[src/verilog/tec_pkg.sv]
// constants for the timer event and interrupt control slice
`default_nettype none
package tec_pkg;
	// register indices; byte address is four times the index
	localparam logic [7:0] IDX_BV_CLR  = 8'h06;
	localparam logic [7:0] IDX_BV_SET  = 8'h07;
	localparam logic [7:0] IDX_EV_CTRL = 8'h09;
	localparam logic [7:0] IDX_INT_EN  = 8'h0a;
	localparam logic [7:0] IDX_INT_FLG = 8'h0b;
	localparam logic [7:0] IDX_DBG     = 8'h0e;
	// reset values
	localparam logic [7:0] RST_BYTE = 8'h00;
	localparam logic [3:0] RST_BV   = 4'h0;
	localparam logic [2:0] RST_CMP_FLG = 3'h0;
	localparam logic [15:0] RST_CMP = 16'h0000;
	// field positions
	localparam int BV_PER      = 0;
	localparam int BV_CMP0     = 1;
	localparam int EV_A_EN     = 0;
	localparam int EV_A_ACT_LO = 1;
	localparam int EV_B_EN     = 4;
	localparam int EV_B_ACT_LO = 5;
	localparam int INT_OVF     = 0;
	localparam int INT_CMP0    = 4;
	localparam int DBG_RUN     = 0;
	// action codes, input A
	localparam logic [2:0] ACT_A_RISE  = 3'h0;
	localparam logic [2:0] ACT_A_BOTH  = 3'h1;
	localparam logic [2:0] ACT_A_HIGH  = 3'h2;
	localparam logic [2:0] ACT_A_UPDN  = 3'h3;
	// action codes, input B
	localparam logic [2:0] ACT_B_UPDN  = 3'h3;
	localparam logic [2:0] ACT_B_RST_RISE = 3'h4;
	localparam logic [2:0] ACT_B_RST_BOTH = 3'h5;
	localparam logic [2:0] ACT_B_RST_HIGH = 3'h6;
endpackage
`default_nettype wire

[src/verilog/tec_timer_event_irq_control.sv]
// event, buffer-valid and interrupt control slice of a 16-bit timer
//
// Added by the designer: the Wishbone interface to the registers.
`timescale 1ns/1ns
`default_nettype none
// Contract
// - writing a compare buffer sets that channel's buffer-valid flag
// - an update condition clears all compare buffer-valid flags
// - period buffer write sets period flag; update clears it
// - set register: ones set flags, zeros leave them alone
// - input A ignored when disabled, else action A applies
// - input B ignored when disabled, else action B applies
// - action A: rising edges, both edges, or clocks while high
// - action A event_direction_control: clocks counted, low up, high down
// - action B event_direction_control: B sets direction, A selects quantity
// - action B restart on rising, either edge, or while high
// - compare interrupt enables at bits 6, 5, 4
// - overflow interrupt enable at bit 0
// - compare match sets the channel's interrupt flag
// - compare flags clear only by writing one
// - overflow flag set at top or bottom per waveform mode
// - overflow flag clears only by writing one
// - run-in-debug zero: halt and ignore events in break
// - run-in-debug one: run normally in break
// - clear register: ones clear flags, zeros leave them alone
// - update loads each compare register from its buffer
module tec_timer_event_irq_control (
	input  wire logic        clk_i,
	input  wire logic        rst_i,
	input  wire logic        wb_cyc_i,
	input  wire logic        wb_stb_i,
	input  wire logic        wb_we_i,
	input  wire logic [7:0]  wb_adr_i,
	input  wire logic [3:0]  wb_sel_i,
	input  wire logic [31:0] wb_dat_i,
	output logic      [31:0] wb_dat_o,
	output logic             wb_ack_o,
	input  wire logic        event_a_i,
	input  wire logic        event_b_i,
	input  wire logic        debug_break_i,
	input  wire logic        update_i,
	input  wire logic        top_i,
	input  wire logic        bottom_i,
	input  wire logic        ovf_at_top_i,
	input  wire logic        ovf_at_bottom_i,
	input  wire logic [2:0]  compare_match_i,
	input  wire logic        period_buffer_write_i,
	input  wire logic [2:0]  compare_buffer_write_i,
	input  wire logic [47:0] compare_buffer_i,
	input  wire logic        prescale_tick_i,
	output logic      [47:0] compare_register_o,
	output logic             count_step_o,
	output logic             count_down_o,
	output logic             restart_o,
	output logic             halt_o,
	output logic             ovf_irq_o,
	output logic      [2:0]  compare_irq_o,
	output logic      [3:0]  buffer_valid_o
);

	logic [3:0] buffer_valid_r;
	logic [7:0] event_control_r;
	logic [7:0] interrupt_enable_r;
	logic       ovf_flag_r;
	logic [2:0] cmp_flag_r;
	logic       run_in_debug_r;
	logic [1:0] ev_a_sync_r;
	logic [1:0] ev_b_sync_r;
	logic [1:0] brk_sync_r;
	logic       ev_a_prev_r;
	logic       ev_b_prev_r;

	logic       req;
	logic       wr;
	logic [7:0] wbyte;
	logic       hit;
	logic       running;
	logic       ev_a;
	logic       ev_b;
	logic       a_rise;
	logic       a_any;
	logic       b_rise;
	logic       b_any;
	logic       a_en;
	logic       b_en;
	logic [2:0] act_a;
	logic [2:0] act_b;
	logic       step_nxt;
	logic       down_nxt;
	logic       restart_nxt;
	logic [7:0] rdata;
	logic [3:0] buffer_valid_nxt;
	logic       ovf_set;
	logic       bv_clr_w;
	logic       bv_set_w;
	logic       ev_ctrl_w;
	logic       int_en_w;
	logic       flg_clr_w;
	logic       dbg_w;

	// bus access, low lane carries the byte
	assign req   = wb_cyc_i && wb_stb_i && !wb_ack_o;
	assign wr    = req && wb_we_i && wb_sel_i[0];
	assign wbyte = wb_dat_i[7:0];

	// register write strobes
	assign bv_clr_w  = wr && wb_adr_i == tec_pkg::IDX_BV_CLR;
	assign bv_set_w  = wr && wb_adr_i == tec_pkg::IDX_BV_SET;
	assign ev_ctrl_w = wr && wb_adr_i == tec_pkg::IDX_EV_CTRL;
	assign int_en_w  = wr && wb_adr_i == tec_pkg::IDX_INT_EN;
	assign flg_clr_w = wr && wb_adr_i == tec_pkg::IDX_INT_FLG;
	assign dbg_w     = wr && wb_adr_i == tec_pkg::IDX_DBG;

	// pin inputs through two flops
	always_ff @(posedge clk_i)
	begin
		if (rst_i)
		begin
			ev_a_sync_r <= 2'h0;
			ev_b_sync_r <= 2'h0;
			brk_sync_r  <= 2'h0;
		end
		else
		begin
			ev_a_sync_r <= {ev_a_sync_r[0], event_a_i};
			ev_b_sync_r <= {ev_b_sync_r[0], event_b_i};
			brk_sync_r  <= {brk_sync_r[0], debug_break_i};
		end
	end

	assign ev_a = ev_a_sync_r[1];
	assign ev_b = ev_b_sync_r[1];
	assign running = run_in_debug_r || !brk_sync_r[1];

	always_ff @(posedge clk_i)
	begin
		if (rst_i)
		begin
			ev_a_prev_r <= 1'b0;
			ev_b_prev_r <= 1'b0;
		end
		else
		begin
			ev_a_prev_r <= ev_a;
			ev_b_prev_r <= ev_b;
		end
	end

	assign a_rise = ev_a && !ev_a_prev_r;
	assign a_any  = ev_a != ev_a_prev_r;
	assign b_rise = ev_b && !ev_b_prev_r;
	assign b_any  = ev_b != ev_b_prev_r;
	assign act_a  = event_control_r[tec_pkg::EV_A_ACT_LO +: 3];
	assign act_b  = event_control_r[tec_pkg::EV_B_ACT_LO +: 3];
	assign a_en   = event_control_r[tec_pkg::EV_A_EN] && running;
	assign b_en   = event_control_r[tec_pkg::EV_B_EN] && running;

	// event actions
	always_comb
	begin
		step_nxt    = 1'b0;
		down_nxt    = count_down_o;
		restart_nxt = 1'b0;
		if (a_en)
		begin
			case (act_a)
				tec_pkg::ACT_A_RISE: step_nxt = a_rise;
				tec_pkg::ACT_A_BOTH: step_nxt = a_any;
				tec_pkg::ACT_A_HIGH: step_nxt = prescale_tick_i && ev_a;
				tec_pkg::ACT_A_UPDN:
				begin
					step_nxt = prescale_tick_i;
					if (prescale_tick_i)
						down_nxt = ev_a;
				end
				default: step_nxt = 1'b0;
			endcase
		end
		else if (running)
			step_nxt = prescale_tick_i;
		if (b_en)
		begin
			case (act_b)
				tec_pkg::ACT_B_UPDN:
				begin
					if (step_nxt)
						down_nxt = ev_b;
				end
				tec_pkg::ACT_B_RST_RISE: restart_nxt = b_rise;
				tec_pkg::ACT_B_RST_BOTH: restart_nxt = b_any;
				tec_pkg::ACT_B_RST_HIGH: restart_nxt = ev_b;
				default: restart_nxt = 1'b0;
			endcase
		end
	end

	always_ff @(posedge clk_i)
	begin
		if (rst_i)
		begin
			count_step_o <= 1'b0;
			count_down_o <= 1'b0;
			restart_o    <= 1'b0;
		end
		else
		begin
			count_step_o <= step_nxt;
			count_down_o <= down_nxt;
			restart_o    <= restart_nxt;
		end
	end

	always_ff @(posedge clk_i)
	begin
		if (rst_i)
			halt_o <= 1'b0;
		else
			halt_o <= !running;
	end

	// buffer-valid flags; hardware set wins over clears
	always_comb
	begin
		buffer_valid_nxt = buffer_valid_r;
		if (update_i)
			buffer_valid_nxt = tec_pkg::RST_BV;
		if (bv_clr_w)
			buffer_valid_nxt = buffer_valid_nxt & ~wbyte[3:0];
		if (bv_set_w)
			buffer_valid_nxt = buffer_valid_nxt | wbyte[3:0];
		buffer_valid_nxt[tec_pkg::BV_PER] =
			buffer_valid_nxt[tec_pkg::BV_PER]
			| period_buffer_write_i;
		buffer_valid_nxt[tec_pkg::BV_CMP0 +: 3] =
			buffer_valid_nxt[tec_pkg::BV_CMP0 +: 3]
			| compare_buffer_write_i;
	end

	always_ff @(posedge clk_i)
	begin
		if (rst_i)
			buffer_valid_r <= tec_pkg::RST_BV;
		else
			buffer_valid_r <= buffer_valid_nxt;
	end

	// software control registers
	always_ff @(posedge clk_i)
	begin
		if (rst_i)
			event_control_r <= tec_pkg::RST_BYTE;
		else if (ev_ctrl_w)
			event_control_r <= wbyte;
	end

	always_ff @(posedge clk_i)
	begin
		if (rst_i)
			interrupt_enable_r <= tec_pkg::RST_BYTE;
		else if (int_en_w)
			interrupt_enable_r <= {1'b0, wbyte[6:4], 3'h0,
				wbyte[tec_pkg::INT_OVF]};
	end

	always_ff @(posedge clk_i)
	begin
		if (rst_i)
			run_in_debug_r <= 1'b0;
		else if (dbg_w)
			run_in_debug_r <= wbyte[tec_pkg::DBG_RUN];
	end

	// overflow flag and request, set beats write-one-to-clear
	assign ovf_set = running && ((top_i && ovf_at_top_i)
		|| (bottom_i && ovf_at_bottom_i));

	always_ff @(posedge clk_i)
	begin
		if (rst_i)
			ovf_flag_r <= 1'b0;
		else
			ovf_flag_r <= ovf_set || (ovf_flag_r
				&& !(flg_clr_w && wbyte[tec_pkg::INT_OVF]));
	end

	always_ff @(posedge clk_i)
	begin
		if (rst_i)
			ovf_irq_o <= 1'b0;
		else
			ovf_irq_o <= ovf_flag_r
				&& interrupt_enable_r[tec_pkg::INT_OVF];
	end

	// per compare channel: register load, flag and request
	generate
		for (genvar ch = 0; ch < 3; ch++)
		begin : g_cmp
			always_ff @(posedge clk_i)
			begin
				if (rst_i)
					compare_register_o[16*ch +: 16] <= tec_pkg::RST_CMP;
				else if (update_i)
					compare_register_o[16*ch +: 16]
						<= compare_buffer_i[16*ch +: 16];
			end

			always_ff @(posedge clk_i)
			begin
				if (rst_i)
					cmp_flag_r[ch] <= tec_pkg::RST_CMP_FLG[ch];
				else
					cmp_flag_r[ch] <= (running && compare_match_i[ch])
						|| (cmp_flag_r[ch] && !(flg_clr_w
						&& wbyte[tec_pkg::INT_CMP0 + ch]));
			end

			always_ff @(posedge clk_i)
			begin
				if (rst_i)
					compare_irq_o[ch] <= 1'b0;
				else
					compare_irq_o[ch] <= cmp_flag_r[ch]
						&& interrupt_enable_r[tec_pkg::INT_CMP0 + ch];
			end
		end
	endgenerate

	always_ff @(posedge clk_i)
	begin
		if (rst_i)
			buffer_valid_o <= tec_pkg::RST_BV;
		else
			buffer_valid_o <= buffer_valid_r;
	end

	// read mux
	always_comb
	begin
		hit   = 1'b1;
		rdata = 8'h00;
		case (wb_adr_i)
			tec_pkg::IDX_BV_CLR:  rdata = {4'h0, buffer_valid_r};
			tec_pkg::IDX_BV_SET:  rdata = {4'h0, buffer_valid_r};
			tec_pkg::IDX_EV_CTRL: rdata = event_control_r;
			tec_pkg::IDX_INT_EN:  rdata = interrupt_enable_r;
			tec_pkg::IDX_INT_FLG: rdata = {1'b0, cmp_flag_r, 3'h0, ovf_flag_r};
			tec_pkg::IDX_DBG:     rdata = {7'h00, run_in_debug_r};
			default:              hit = 1'b0;
		endcase
	end

	always_ff @(posedge clk_i)
	begin
		if (rst_i)
		begin
			wb_ack_o <= 1'b0;
			wb_dat_o <= 32'h00000000;
		end
		else
		begin
			wb_ack_o <= req;
			wb_dat_o <= (req && !wb_we_i && hit) ? {24'h000000, rdata} : 32'h00000000;
		end
	end

endmodule
`default_nettype wire

[config.mk]
export PLATFORM = sky130hd
export DESIGN_NAME = tec_timer_event_irq_control
export DESIGN_NICKNAME = d
export VERILOG_FILES = /design/src/verilog/tec_pkg.sv /design/src/verilog/tec_timer_event_irq_control.sv
export SDC_FILE = /design/constraint.sdc
export NUM_CORES = 1
export LEC_CHECK = 0
export ABC_AREA = 1
export BUFFER_PORTS_ARGS = -buffer_cell sky130_fd_sc_hd__buf_2
export CORE_MARGIN = 3
export CORE_UTILIZATION = 40
export CTS_CLUSTER_SIZE = 14
export DETAILED_ROUTE_END_ITERATION = 8
export GPL_ROUTABILITY_DRIVEN = 0
export PLACE_DENSITY = 0.71
export SLEW_MARGIN = 20
export SYNTH_ARGS = -nofsm -noshare
export SYNTH_HDL_FRONTEND = slang
export SYNTH_SLANG_ARGS = --single-unit
[constraint.sdc]
create_clock -name clk_i -period 1.4 [get_ports clk_i]
set_clock_uncertainty 0.15 [all_clocks]
set_input_delay 0.14 -clock clk_i [delete_from_list [all_inputs] [get_ports clk_i]]
set_output_delay 0.14 -clock clk_i [all_outputs]
set_load 0.05 [all_outputs]
==> metrics.cfg, run 1 <==
[global_route]
grt_pass1_vias = 4298
grt_usage_pct = 21.2
use_met2_pct = 37.3
antenna_found_initial = 0
use_met1_pct = 24.5
grt_util_met3_pct = 5.95
overflow = 0
grt-busiest-layer = met2
grt_max_degree = 61
grt_pass1_wl_mm = 19.5

[floorplanning]
dieArea_um2 = 11300
start_util_pct = 41.2
die_height_um = 106
io_pins = 206
die_w_um = 106
core_um2 = 9770
fp-row-count = 36

[clock_network]
clk_pin_slew_ns = 0.09
htree_levels = 3
cts_setup_buffers = 0
clockBufferDepth = 2
cts.sinks = 98
clk_latency_ns = 0.35
cts_tree = done
cts_root_buf = clkbuf_8
numCtsBuffers = 9

[finish]
syn2layout_area_growth_pct = 47.5
drive_gt1_share_pct = 31.3
post-route-util_pct = 60.8
regArea_um2 = 1970
multi_input_area_um2 = 1810
nets = 873
fillers = 839
insertedDiodeCount = 0

[setup_path]
reg2regPathDepth = 9
cp-endpoint = buffer_valid_r[3]$_SDFF_PP0_
critPathLaunchType = flip-flop
crit_start = wb_ack_o$_SDFF_PP0_
r2r-end = buffer_valid_r[3]$_SDFF_PP0_
cp-end-kind = flip-flop
regToRegSetupSlack_ns = 0.01
path_class = reg2reg
r2r-start = wb_ack_o$_SDFF_PP0_
worst-path-max-fanout = 5
arrival_ns = 1.52
worstPathRequired_ns = 1.54

[logic_synthesis]
synthAdderAreaFrac_pct = 0.310
yosys-top-cells-area = dfxtp_1 (49%), nor2_1 (14%), o21ai_0 (6.6%)
synthMuxAreaShare_pct = 0
synthesis.area_um2 = 4030
yosysTopAreaCell = dfxtp_1
ys_types = 33
synth-seq-cells = 98
synth_top_area_share_pct = 48.7
synth_compound_area_share_pct = 12.2
ys_warn_count = 0
seq_area_frac_synth_pct = 48.7
synthSimpleGateAreaFrac_pct = 28.1
syn_area_per_cell_um2 = 7.59
netlist_instances = 531
synth_xor_area_share_pct = 0
synth_top_family_by_area = simple AND/OR/NAND/NOR gates

[detailed_routing]
wl_per_cell_um = 13.3
wl_mm = 11.9
drt_pass1_iterations = 5
viasPerCell = 4.67
vias = 4187
drtIter0Drc = 177
final_antenna_net_count = 0
drcViolationCount = 0

[pwr]
p_leak_nw = 2.86
switching_share_pct = 30.5
p_int_mw = 4.35
pwr-share-clk_pct = 31.8
combPwrFrac_pct = 20.5
pwr-share-seq_pct = 47.7
ir_drop_v = 0.000628
p_switching_mw = 1.91
power-per-cell-area_nw_per_um2 = 1050

[placed_design]
place_hpwl_mm = 7.61
io_buffers = 154

[timing]
hold_viol_final = 0
rsz0062_at_grt = yes
final.setup.tns_ns = 0
timing.final.crit_share_pct = 99.2
final_max_slew_viol_count = 0
finalSetupViolCount = 0
post-route-min-period_ns = 1.39
max_freq_mhz = 720

[min_path]
hold_class = in2reg

[run]
drv_cap = 0

[run_status]
outcome = finished, final reports clean

==> area by class of cell <==
class / count / area share [%]
Sequential cell: 98 / 33.1
Multi-Input combinational cell: 370 / 30.4
Inverter: 40 / 2.52
Timing Repair Buffer: 240 / 27.5
Clock inverter: 3 / 0.757
Tap cell: 133 / 2.80
Clock buffer: 12 / 2.97
==> power groups by stage <==
stage	combinational [mW]	clock (mW)	sequential, mW
6_report	1.29	1.99	2.98
5_1_grt	1.37	2.12	3.00
4_1_cts	1.26	2.03	2.98
3_5_place_dp	1.10	0	3.04
3_3_place_gp	1.09	0	3.03
2_1_floorplan	0.467	0	3.40
==> metal layers <==
| layer | wire length (µm) | share of wire, % | vias up |
|---|---|---|---|
| met5 | 0 | 0 | - |
| li1 | - | - | 2079 |
| met1 | 4720 | 40 | 1907 |
| met4 | 175 | 1.5 | 0 |
| met3 | 1080 | 9.1 | 17 |
| met2 | 5910 | 50 | 184 |
==> how the worst min path moves through the flow <==
stage | startpoint | endpoint | cells after the start
floorplan | debug_break_i | brk_sync_r[0]$_SDFF_PP0_ | 2
global placement | event_b_i | ev_b_sync_r[0]$_SDFF_PP0_ | 3
detailed placement | event_b_i | ev_b_sync_r[0]$_SDFF_PP0_ | 3
CTS | ovf_at_bottom_i | ovf_flag_r$_SDFF_PP0_ | 4
global route | ovf_at_bottom_i | ovf_flag_r$_SDFF_PP0_ | 4
finish | ovf_at_bottom_i | ovf_flag_r$_SDFF_PP0_ | 4
==> per-stage QoR <==
stage / instance area, µm² / cells / hold slack [ns] / power, mW / setup slack (ns)
after detailed placement: 4940 / 812 / 0.197 / 4.14 / -0.0287
after global routing: 5950 / 896 / 0.0578 / 6.50 / -0.0627
final: 5950 / 896 / 0.0371 / 6.26 / 0.0110
after global placement: 4940 / 812 / 0.192 / 4.12 / 0.00129
after CTS: 5870 / 896 / 0.0190 / 6.26 / 0.00468
after floorplan: 4130 / 554 / 0.0970 / 3.87 / 0.00196
==> layout by cell type (no fill, tap or decap), types with 3 or more instances in the layout <==
cell,netlist,routed
nor3_1,10,10
o21bai_1,4,4
a21oi_2,3,4
inv_2,8,8
nand3_1,12,7
nand2_1,53,49
buf_2,4,154
a22oi_1,4,4
a21oi_1,16,15
inv_1,32,32
conb_1,1,24
nand2_4,2,3
o21ai_0,53,51
dlygate4sd3_1,0,69
nor2_2,10,11
dfxtp_1,98,96
buf_12,0,3
nand2_2,3,5
nor2_1,151,149
nor2_4,4,5
o21ai_1,10,10
buf_4,25,12
nand3_2,2,7
clkbuf_8,0,11
==> cell families after synthesis <==
kind of cell | Yosys count
compound gates | 91
fa+ha+maj | 1
buf+inv | 86
flops | 98
other cells | 1
simple gates | 254
==> what timing repair did <==
action / CTS / global route
hold endpoints to repair: 71 / 0
endpoints found under the setup margin: 7 / 19
pin swaps: 4 / 12
resized for setup: 3 / 21
hold buffers: 69 / 0
==> registers in the layout (all words and copies together) (netlist names) <==
register / cells
buffer_valid_r: 4
halt_o: 1
ovf_irq_o: 1
ev_a_prev_r: 1
ev_b_sync_r: 2
count_down_o: 1
brk_sync_r: 2
wb_ack_o: 1
compare_register_o: 48
ev_a_sync_r: 2
ovf_flag_r: 1
interrupt_enable_r: 4
ev_b_prev_r: 1
compare_irq_o: 3
wb_dat_o: 8
count_step_o: 1
buffer_valid_o: 4
restart_o: 1
event_control_r: 8
run_in_debug_r: 1
cmp_flag_r: 3
==> synthesized netlist by cell type, drive strengths merged <==
cell / n
nor2: 166
dfxtp: 98
o21ai: 63
nand2: 58
inv: 40
buf: 31
a21oi: 19
clkbuf: 15
nand3: 15
nor3: 12
a22oi: 4
o21bai: 4
nand4: 2
a22o: 1
conb: 1
ha: 1
nor4: 1
==> worst max-delay path, stage by stage (launching register included) <==
cell and delay, ns:
dfxtp_4 0.36, nor2_4 0.08, inv_2 0.06, nor2_4 0.14, buf_6 0.13, buf_6 0.12
nand3_2 0.06, nand2_1 0.07, nor2_1 0.04, nor2_1 0.11
Power figures use the tool's default switching activity.
==> run 2, diff against run 1 <==
ABC_AREA = not set   (was 1)
==> metrics.cfg, run 2 <==
[run_status]
outcome = complete, but fails checks
violations = setup timing

[detailed_routing]
drt_pass1_iterations = 4  ; -1
met2WireLength_mm = 5.95  ; +0.61%
drtIter0Drc = 202  ; +14%
wl_mm = 12.2  ; +2.3%
drcViolationCount = 0  ; unchanged
wl_met3_um = 828  ; -24%
viasPerCell = 4.91  ; +5.0%
vias = 3861  ; -7.8%
wl_per_cell_um = 15.5  ; +16%
highest_layer = met4
final_antenna_net_count = 0  ; unchanged
met1Wirelength_mm = 5.09  ; +7.9%

[finish]
nets = 767  ; -12%
reg_top3 = compare_register_o (48), event_control_r (8), wb_dat_o (8)
top_register = compare_register_o
insertedDiodeCount = 0  ; unchanged
layout_common_cells = buf_2 (154), dfxtp_1 (92), dlygate4sd3_1 (69)
syn2layout_area_growth_pct = 52.1
drive_gt1_share_pct = 38.4  ; +7.1 points
layout_commonest_cell = buf_2
final_area_um2 = 6090  ; +2.4%
largest_reg_flops = 48  ; unchanged
post-route-util_pct = 64.4  ; +3.5 points

[global_route]
grt_max_degree = 78  ; +28%
grt_pass1_vias = 3831  ; -11%
grt_usage_pct = 20.5  ; -0.62 points
overflow = 0  ; unchanged
grt_pass1_wl_mm = 18.7  ; -3.9%
antenna_found_initial = 0  ; unchanged

[clock_network]
numCtsBuffers = 9  ; unchanged
cts_tree = done
htree_levels = 3  ; unchanged
clk_latency_ns = 0.36  ; about the same
clk_pin_slew_ns = 0.10  ; about the same
cts.sinks = 98  ; unchanged
cts_setup_buffers = 0  ; unchanged
clockBufferDepth = 2  ; unchanged
cts_root_buf = clkbuf_8

[logic_synthesis]
synth-main-ff-cell = dfxtp_1
synth_commonest_cells = dfxtp_1 (98), nor2_1 (67), mux2i_1 (48)
syn_area_per_cell_um2 = 9.67  ; +27%
synth-seq-cells = 98  ; unchanged
yosysMostFrequentCell = dfxtp_1
yosysTopAreaCell = dfxtp_1
ys_warn_count = 0  ; unchanged
synthesis.area_um2 = 4000  ; -0.71%
synth_top_area_share_pct = 49.0  ; +0.35 points
async_flop_share_pct = 0  ; unchanged
yosys-top-cells-area = dfxtp_1 (49%), mux2i_1 (12%), nor2_1 (6.3%)
netlist_instances = 414  ; -22%
seq_area_frac_synth_pct = 49.0  ; +0.35 points
ys_types = 46  ; +39%
synth_edf_count = 0  ; unchanged

[timing]
hold_viol_final = 0  ; unchanged
setup_slack_ns = -0.0978  ; -0.109 ns
post-route-min-period_ns = 1.50  ; +0.109 ns
final_max_slew_viol_count = 0  ; unchanged
timing.final.crit_share_pct = 107  ; +7.8 points
finalSetupViolCount = 17  ; +17
rsz0062_at_grt = yes
max_freq_mhz = 668  ; -7.3%
whs_ns = 0.0722  ; +0.0352 ns

[setup_path]
r2r-end = interrupt_enable_r[5]$_SDFFE_PP0P_
path_class = reg2reg
critPathLaunchType = flip-flop
worstPathRequired_ns = 1.54  ; about the same
regToRegSetupSlack_ns = -0.1  ; -0.11 ns
worst-path-max-fanout = 5  ; unchanged
cp-end-kind = flip-flop
max_stage_delay_ns = 0.35  ; about the same
crit_chain = and3b_2 -> and4_4 -> clkbuf_16 -> nand4b_1 -> a21oi_1
slowest_stage = dfxtp_4
r2r-start = wb_ack_o$_SDFF_PP0_
reg2regPathDepth = 5  ; -4
path_buf_inv = 1  ; -2
cp_top_family = simple AND/OR/NAND/NOR gates
arrival_ns = 1.63  ; +0.11 ns

[pwr]
pwr-share-clk_pct = 29.5  ; -2.3 points
pwr-share-seq_pct = 49.3  ; +1.6 points
combPwrFrac_pct = 21.2  ; +0.7 points
p_leak_nw = 2.82  ; -1.6%
p_switching_mw = 1.92  ; +0.48%
total_power_mw = 6.01  ; -3.9%
ir_drop_v = 0.000419  ; -33%
power-per-cell-area_nw_per_um2 = 987  ; -6.2%
p_int_mw = 4.09  ; -5.9%
switching_share_pct = 31.9  ; +1.4 points

[run]
drv_cap = 0  ; unchanged

[min_path]
hold_depth = 5  ; +1
worstHoldStart = wb_adr_i[2]
min_to = run_in_debug_r$_SDFFE_PP0P_
hold_class = in2reg

[placed_design]
place_hpwl_mm = 7.82  ; +2.7%
placed_area_um2 = 5020  ; +1.5%
io_buffers = 154  ; unchanged

[floorplanning]
die_height_um = 106  ; -0.34%
start_util_pct = 42.3  ; +1.1 points
core_um2 = 9460  ; -3.2%
die_w_um = 106  ; -0.34%
fp-row-count = 35  ; -2.8%
dieArea_um2 = 11200  ; -0.67%
io_pins = 206  ; unchanged

[run 2: cell types whose count changed after synthesis, sizes merged, moves of 8 or more]
cell,before,now
nor3,12,4
nand2,58,11
mux2i,0,48
nor2b,0,16
nor2,166,67
inv,40,4
o21ai,63,15
[run 2: layout make-up]
cell class	count	area [µm²]
fillers	751	3370
multi-input cells	286	1970
flip-flops and latches	98	1970
repair buffers	254	1770
well taps	129	161
clock buffers	10	138
clock inverters	6	57.6
inverters	4	15.0
[run 2: what timing repair did]
item,in CTS,in global routing
resized for setup,8,34
hold endpoints to repair,73,0
pin swaps,5,18
hold buffers,69,0
endpoints found under the setup margin,26,27
cloned,1,2
[run 2: per-layer routing]
layer	GRT usage, %	vias up
li1	-	1872
met1	25.2	1806
met2	35.2	158
met3	4.98	25
met4	7.03	0
met5	0	-
[run 2: power by group through the flow]
stage	sequential [mW]	combinational, mW	clock, mW
finish	2.97	1.27	1.77
global placement	3.02	1.06	0
CTS	2.96	1.23	1.84
global route	2.98	1.34	1.91
floorplan	3.33	0.489	0
detailed placement	3.03	1.08	0
[run 2: worst register-to-register path: cells and delay by family (launching register included)]
family | cells | cell delay (ns)
AOI/OAI and AO/OA | 1 | 0.14
and+or+nand+nor | 3 | 0.64
DFF | 1 | 0.35
buffers and inverters | 1 | 0.17
[run 2: worst max path at each step]
| stage | from | endpoint | slack (ns) | depth (start not counted) |
|---|---|---|---|---|
| finish | wb_ack_o$_SDFF_PP0_ | interrupt_enable_r[5]$_SDFFE_PP0P_ | -0.1 | 5 |
| global route | wb_ack_o$_SDFF_PP0_ | interrupt_enable_r[6]$_SDFFE_PP0P_ | -0.15 | 5 |
| global placement | wb_adr_i[5] | buffer_valid_r[1]$_SDFF_PP0_ | -0.31 | 6 |
| floorplan | wb_adr_i[5] | buffer_valid_r[2]$_SDFF_PP0_ | -0.18 | 5 |
| detailed placement | wb_adr_i[5] | buffer_valid_r[2]$_SDFF_PP0_ | -0.33 | 6 |
| CTS | event_control_r[2]$_SDFFE_PP0P_ | count_down_o$_SDFF_PP0_ | -0.10 | 4 |
[run 2: kinds of logic after synthesis]
kind of cell,synth area share [%]
other cells,0.0937
compound gates,11.0
flops,49.0
simple gates,18.3
fa+ha+maj,0.313
buf+inv,7.56
mux,13.7
[run 2: per-stage QoR]
step                TNS (ns)  std cells  worst slack, ns
floorplan              -1.05        437           -0.177
global placement       -5.87        699           -0.307
detailed placement     -6.39        699           -0.334
CTS                   -0.321        785           -0.101
global route           -2.32        787           -0.152
finish                -0.938        787          -0.0978
==> run 3, diff against run 2 <==
PLACE_DENSITY = 0.69   (was 0.71)
clock period = 1.9 ns   (was 1.4 ns; I/O delays follow)
==> metrics.cfg, run 3 (synthesis gave the netlist of run 2 again) <==
[run_status]
outcome = finished, final reports clean

[detailed_routing]
vias = 3690  ; -4.4%
met1Wirelength_mm = 4.81  ; -5.6%
drt_pass1_iterations = 4  ; unchanged
viasPerCell = 4.80  ; -2.2%
final_antenna_net_count = 0  ; unchanged
wl_met3_um = 856  ; +3.4%
highest_layer = met4
wl_mm = 11.2  ; -7.5%
drcViolationCount = 0  ; unchanged
drtIter0Drc = 205  ; +1.5%
wl_per_cell_um = 14.6  ; -5.3%
met2WireLength_mm = 5.50  ; -7.6%

[floorplanning]
die_height_um = 106  ; unchanged
start_util_pct = 42.3  ; unchanged
io_pins = 206  ; unchanged
core_um2 = 9460  ; unchanged
die_w_um = 106  ; unchanged
dieArea_um2 = 11200  ; unchanged
fp-row-count = 35  ; unchanged

[pwr]
ir_drop_v = 0.000385  ; -8.2%
p_int_mw = 3.08  ; -25%
total_power_mw = 4.45  ; -26%
switching_share_pct = 30.7  ; -1.2 points
pwr-share-clk_pct = 30.7  ; +1.2 points
combPwrFrac_pct = 20.2  ; -1.0 points
power-per-cell-area_nw_per_um2 = 773  ; -22%
p_leak_nw = 2.69  ; -4.4%
p_switching_mw = 1.36  ; -29%
pwr-share-seq_pct = 49.1  ; -0.2 points

[finish]
nets = 749  ; -2.3%
stdcell_count = 769  ; -2.3%
layout_common_cells = buf_2 (154), dfxtp_1 (98), dlygate4sd3_1 (68)
drive_gt1_share_pct = 31.3  ; -7.2 points
layout_commonest_cell = buf_2
insertedDiodeCount = 0  ; unchanged
reg_top3 = compare_register_o (48), event_control_r (8), wb_dat_o (8)
syn2layout_area_growth_pct = 43.9
top_register = compare_register_o
final_area_um2 = 5760  ; -5.4%
largest_reg_flops = 48  ; unchanged

[global_route]
grt_pass1_wl_mm = 17.9  ; -4.2%
grt_max_degree = 57  ; -27%
antenna_found_initial = 0  ; unchanged
overflow = 0  ; unchanged
grt_pass1_vias = 3531  ; -7.8%
grt_usage_pct = 19.6  ; -0.90 points

[setup_path]
arrival_ns = 1.87  ; +0.24 ns
cp-end-kind = flip-flop
worstPathRequired_ns = 2.01  ; +0.47 ns
worst-path-max-fanout = 5  ; unchanged
reg2regPathDepth = 4  ; -1
critPathLaunchType = flip-flop
cp-endpoint = count_down_o$_SDFF_PP0_
crit_start = ev_a_sync_r[1]$_SDFF_PP0_
path_class = reg2reg
r2r-start = ev_a_sync_r[1]$_SDFF_PP0_
regToRegSetupSlack_ns = 0.14  ; +0.24 ns
r2r-end = count_down_o$_SDFF_PP0_

[min_path]
hold_class = in2reg

[clock_network]
cts_setup_buffers = 0  ; unchanged
clk_latency_ns = 0.36  ; about the same
cts_tree = done
cts_resized = 0  ; -8
postCtsHoldBufs = 67  ; -2.9%
htree_levels = 3  ; unchanged
cts_root_buf = clkbuf_8
clockBufferDepth = 2  ; unchanged
clk_pin_slew_ns = 0.10  ; about the same
numCtsBuffers = 9  ; unchanged
cts.sinks = 98  ; unchanged

[placed_design]
placed_area_um2 = 4880  ; -2.8%
place_hpwl_mm = 7.48  ; -4.4%
io_buffers = 154  ; unchanged
placed_cells_incl_taps = 685  ; -2.0%

[timing]
max_freq_mhz = 569  ; -15%
timing.final.crit_share_pct = 92.5  ; -15 points
final.setup.tns_ns = 0  ; +0.938 ns
post-route-min-period_ns = 1.76  ; +0.259 ns
hold_viol_final = 0  ; unchanged
whs_ns = 0.0235  ; -0.0487 ns
final_max_slew_viol_count = 0  ; unchanged
rsz0062_at_grt = no
finalSetupViolCount = 0  ; -17

[run]
drv_cap = 0  ; unchanged

[run 3: cell types whose count changed in the layout (fill, tap and decap cells not counted), sizes merged]
cell         before  now
buf             184  168
clkbuf           11   10
clkinv            3    0
bufinv            0    1
dlygate4sd3      69   68
clkinvlp          0    2
[run 3: metal layers]
layer  up-vias  global-route usage, %
li1       1837                      -
met1      1697                   24.9
met2       148                   33.0
met3         8                   6.07
met4         0                   4.16
met5         -                      0
[run 3: worst min path at each step]
stage	slack, ns	from	end	cells past startpoint
floorplan	0.12	rst_i	ev_b_prev_r$_SDFF_PP0_	1
CTS	0.003	compare_buffer_write_i[2]	buffer_valid_r[3]$_SDFF_PP0_	3
global placement	0.25	debug_break_i	brk_sync_r[0]$_SDFF_PP0_	2
detailed placement	0.26	event_b_i	ev_b_sync_r[0]$_SDFF_PP0_	2
finish	0.02	rst_i	ev_a_prev_r$_SDFF_PP0_	2
global route	0.02	rst_i	ev_a_sync_r[1]$_SDFF_PP0_	2
[run 3: power groups by stage]
| stage | logic [mW] | registers, mW | clock network [mW] |
|---|---|---|---|
| 3_5_place_dp | 0.777 | 2.23 | 0 |
| 3_3_place_gp | 0.768 | 2.23 | 0 |
| 5_1_grt | 0.948 | 2.19 | 1.51 |
| 2_1_floorplan | 0.358 | 2.46 | 0 |
| 4_1_cts | 0.885 | 2.18 | 1.40 |
| 6_report | 0.898 | 2.18 | 1.37 |
[run 3: layout make-up]
type	instances	area, µm²
Fill cell	788	3700
Clock buffer	10	128
Tap cell	129	161
Multi-Input combinational cell	286	1820
Timing Repair Buffer	236	1590
Sequential cell	98	1960
Clock inverter	6	73.8
Inverter	4	15.0
[run 3: stage by stage]
| step | worst slack [ns] | util, % |
|---|---|---|
| after floorplan | 0.153 | - |
| after global placement | 0.118 | 51.5 |
| after detailed placement | 0.104 | 51.5 |
| after CTS | 0.155 | 60.8 |
| after global routing | 0.0771 | 60.9 |
| final | 0.143 | 60.9 |
[run 3: worst max-delay path: stages, from the launching register on]
cell and delay [ns]:
dfxtp_1 0.39, or3b_2 0.45, a41oi_1 0.26, o21ai_0 0.14, mux2_2 0.27
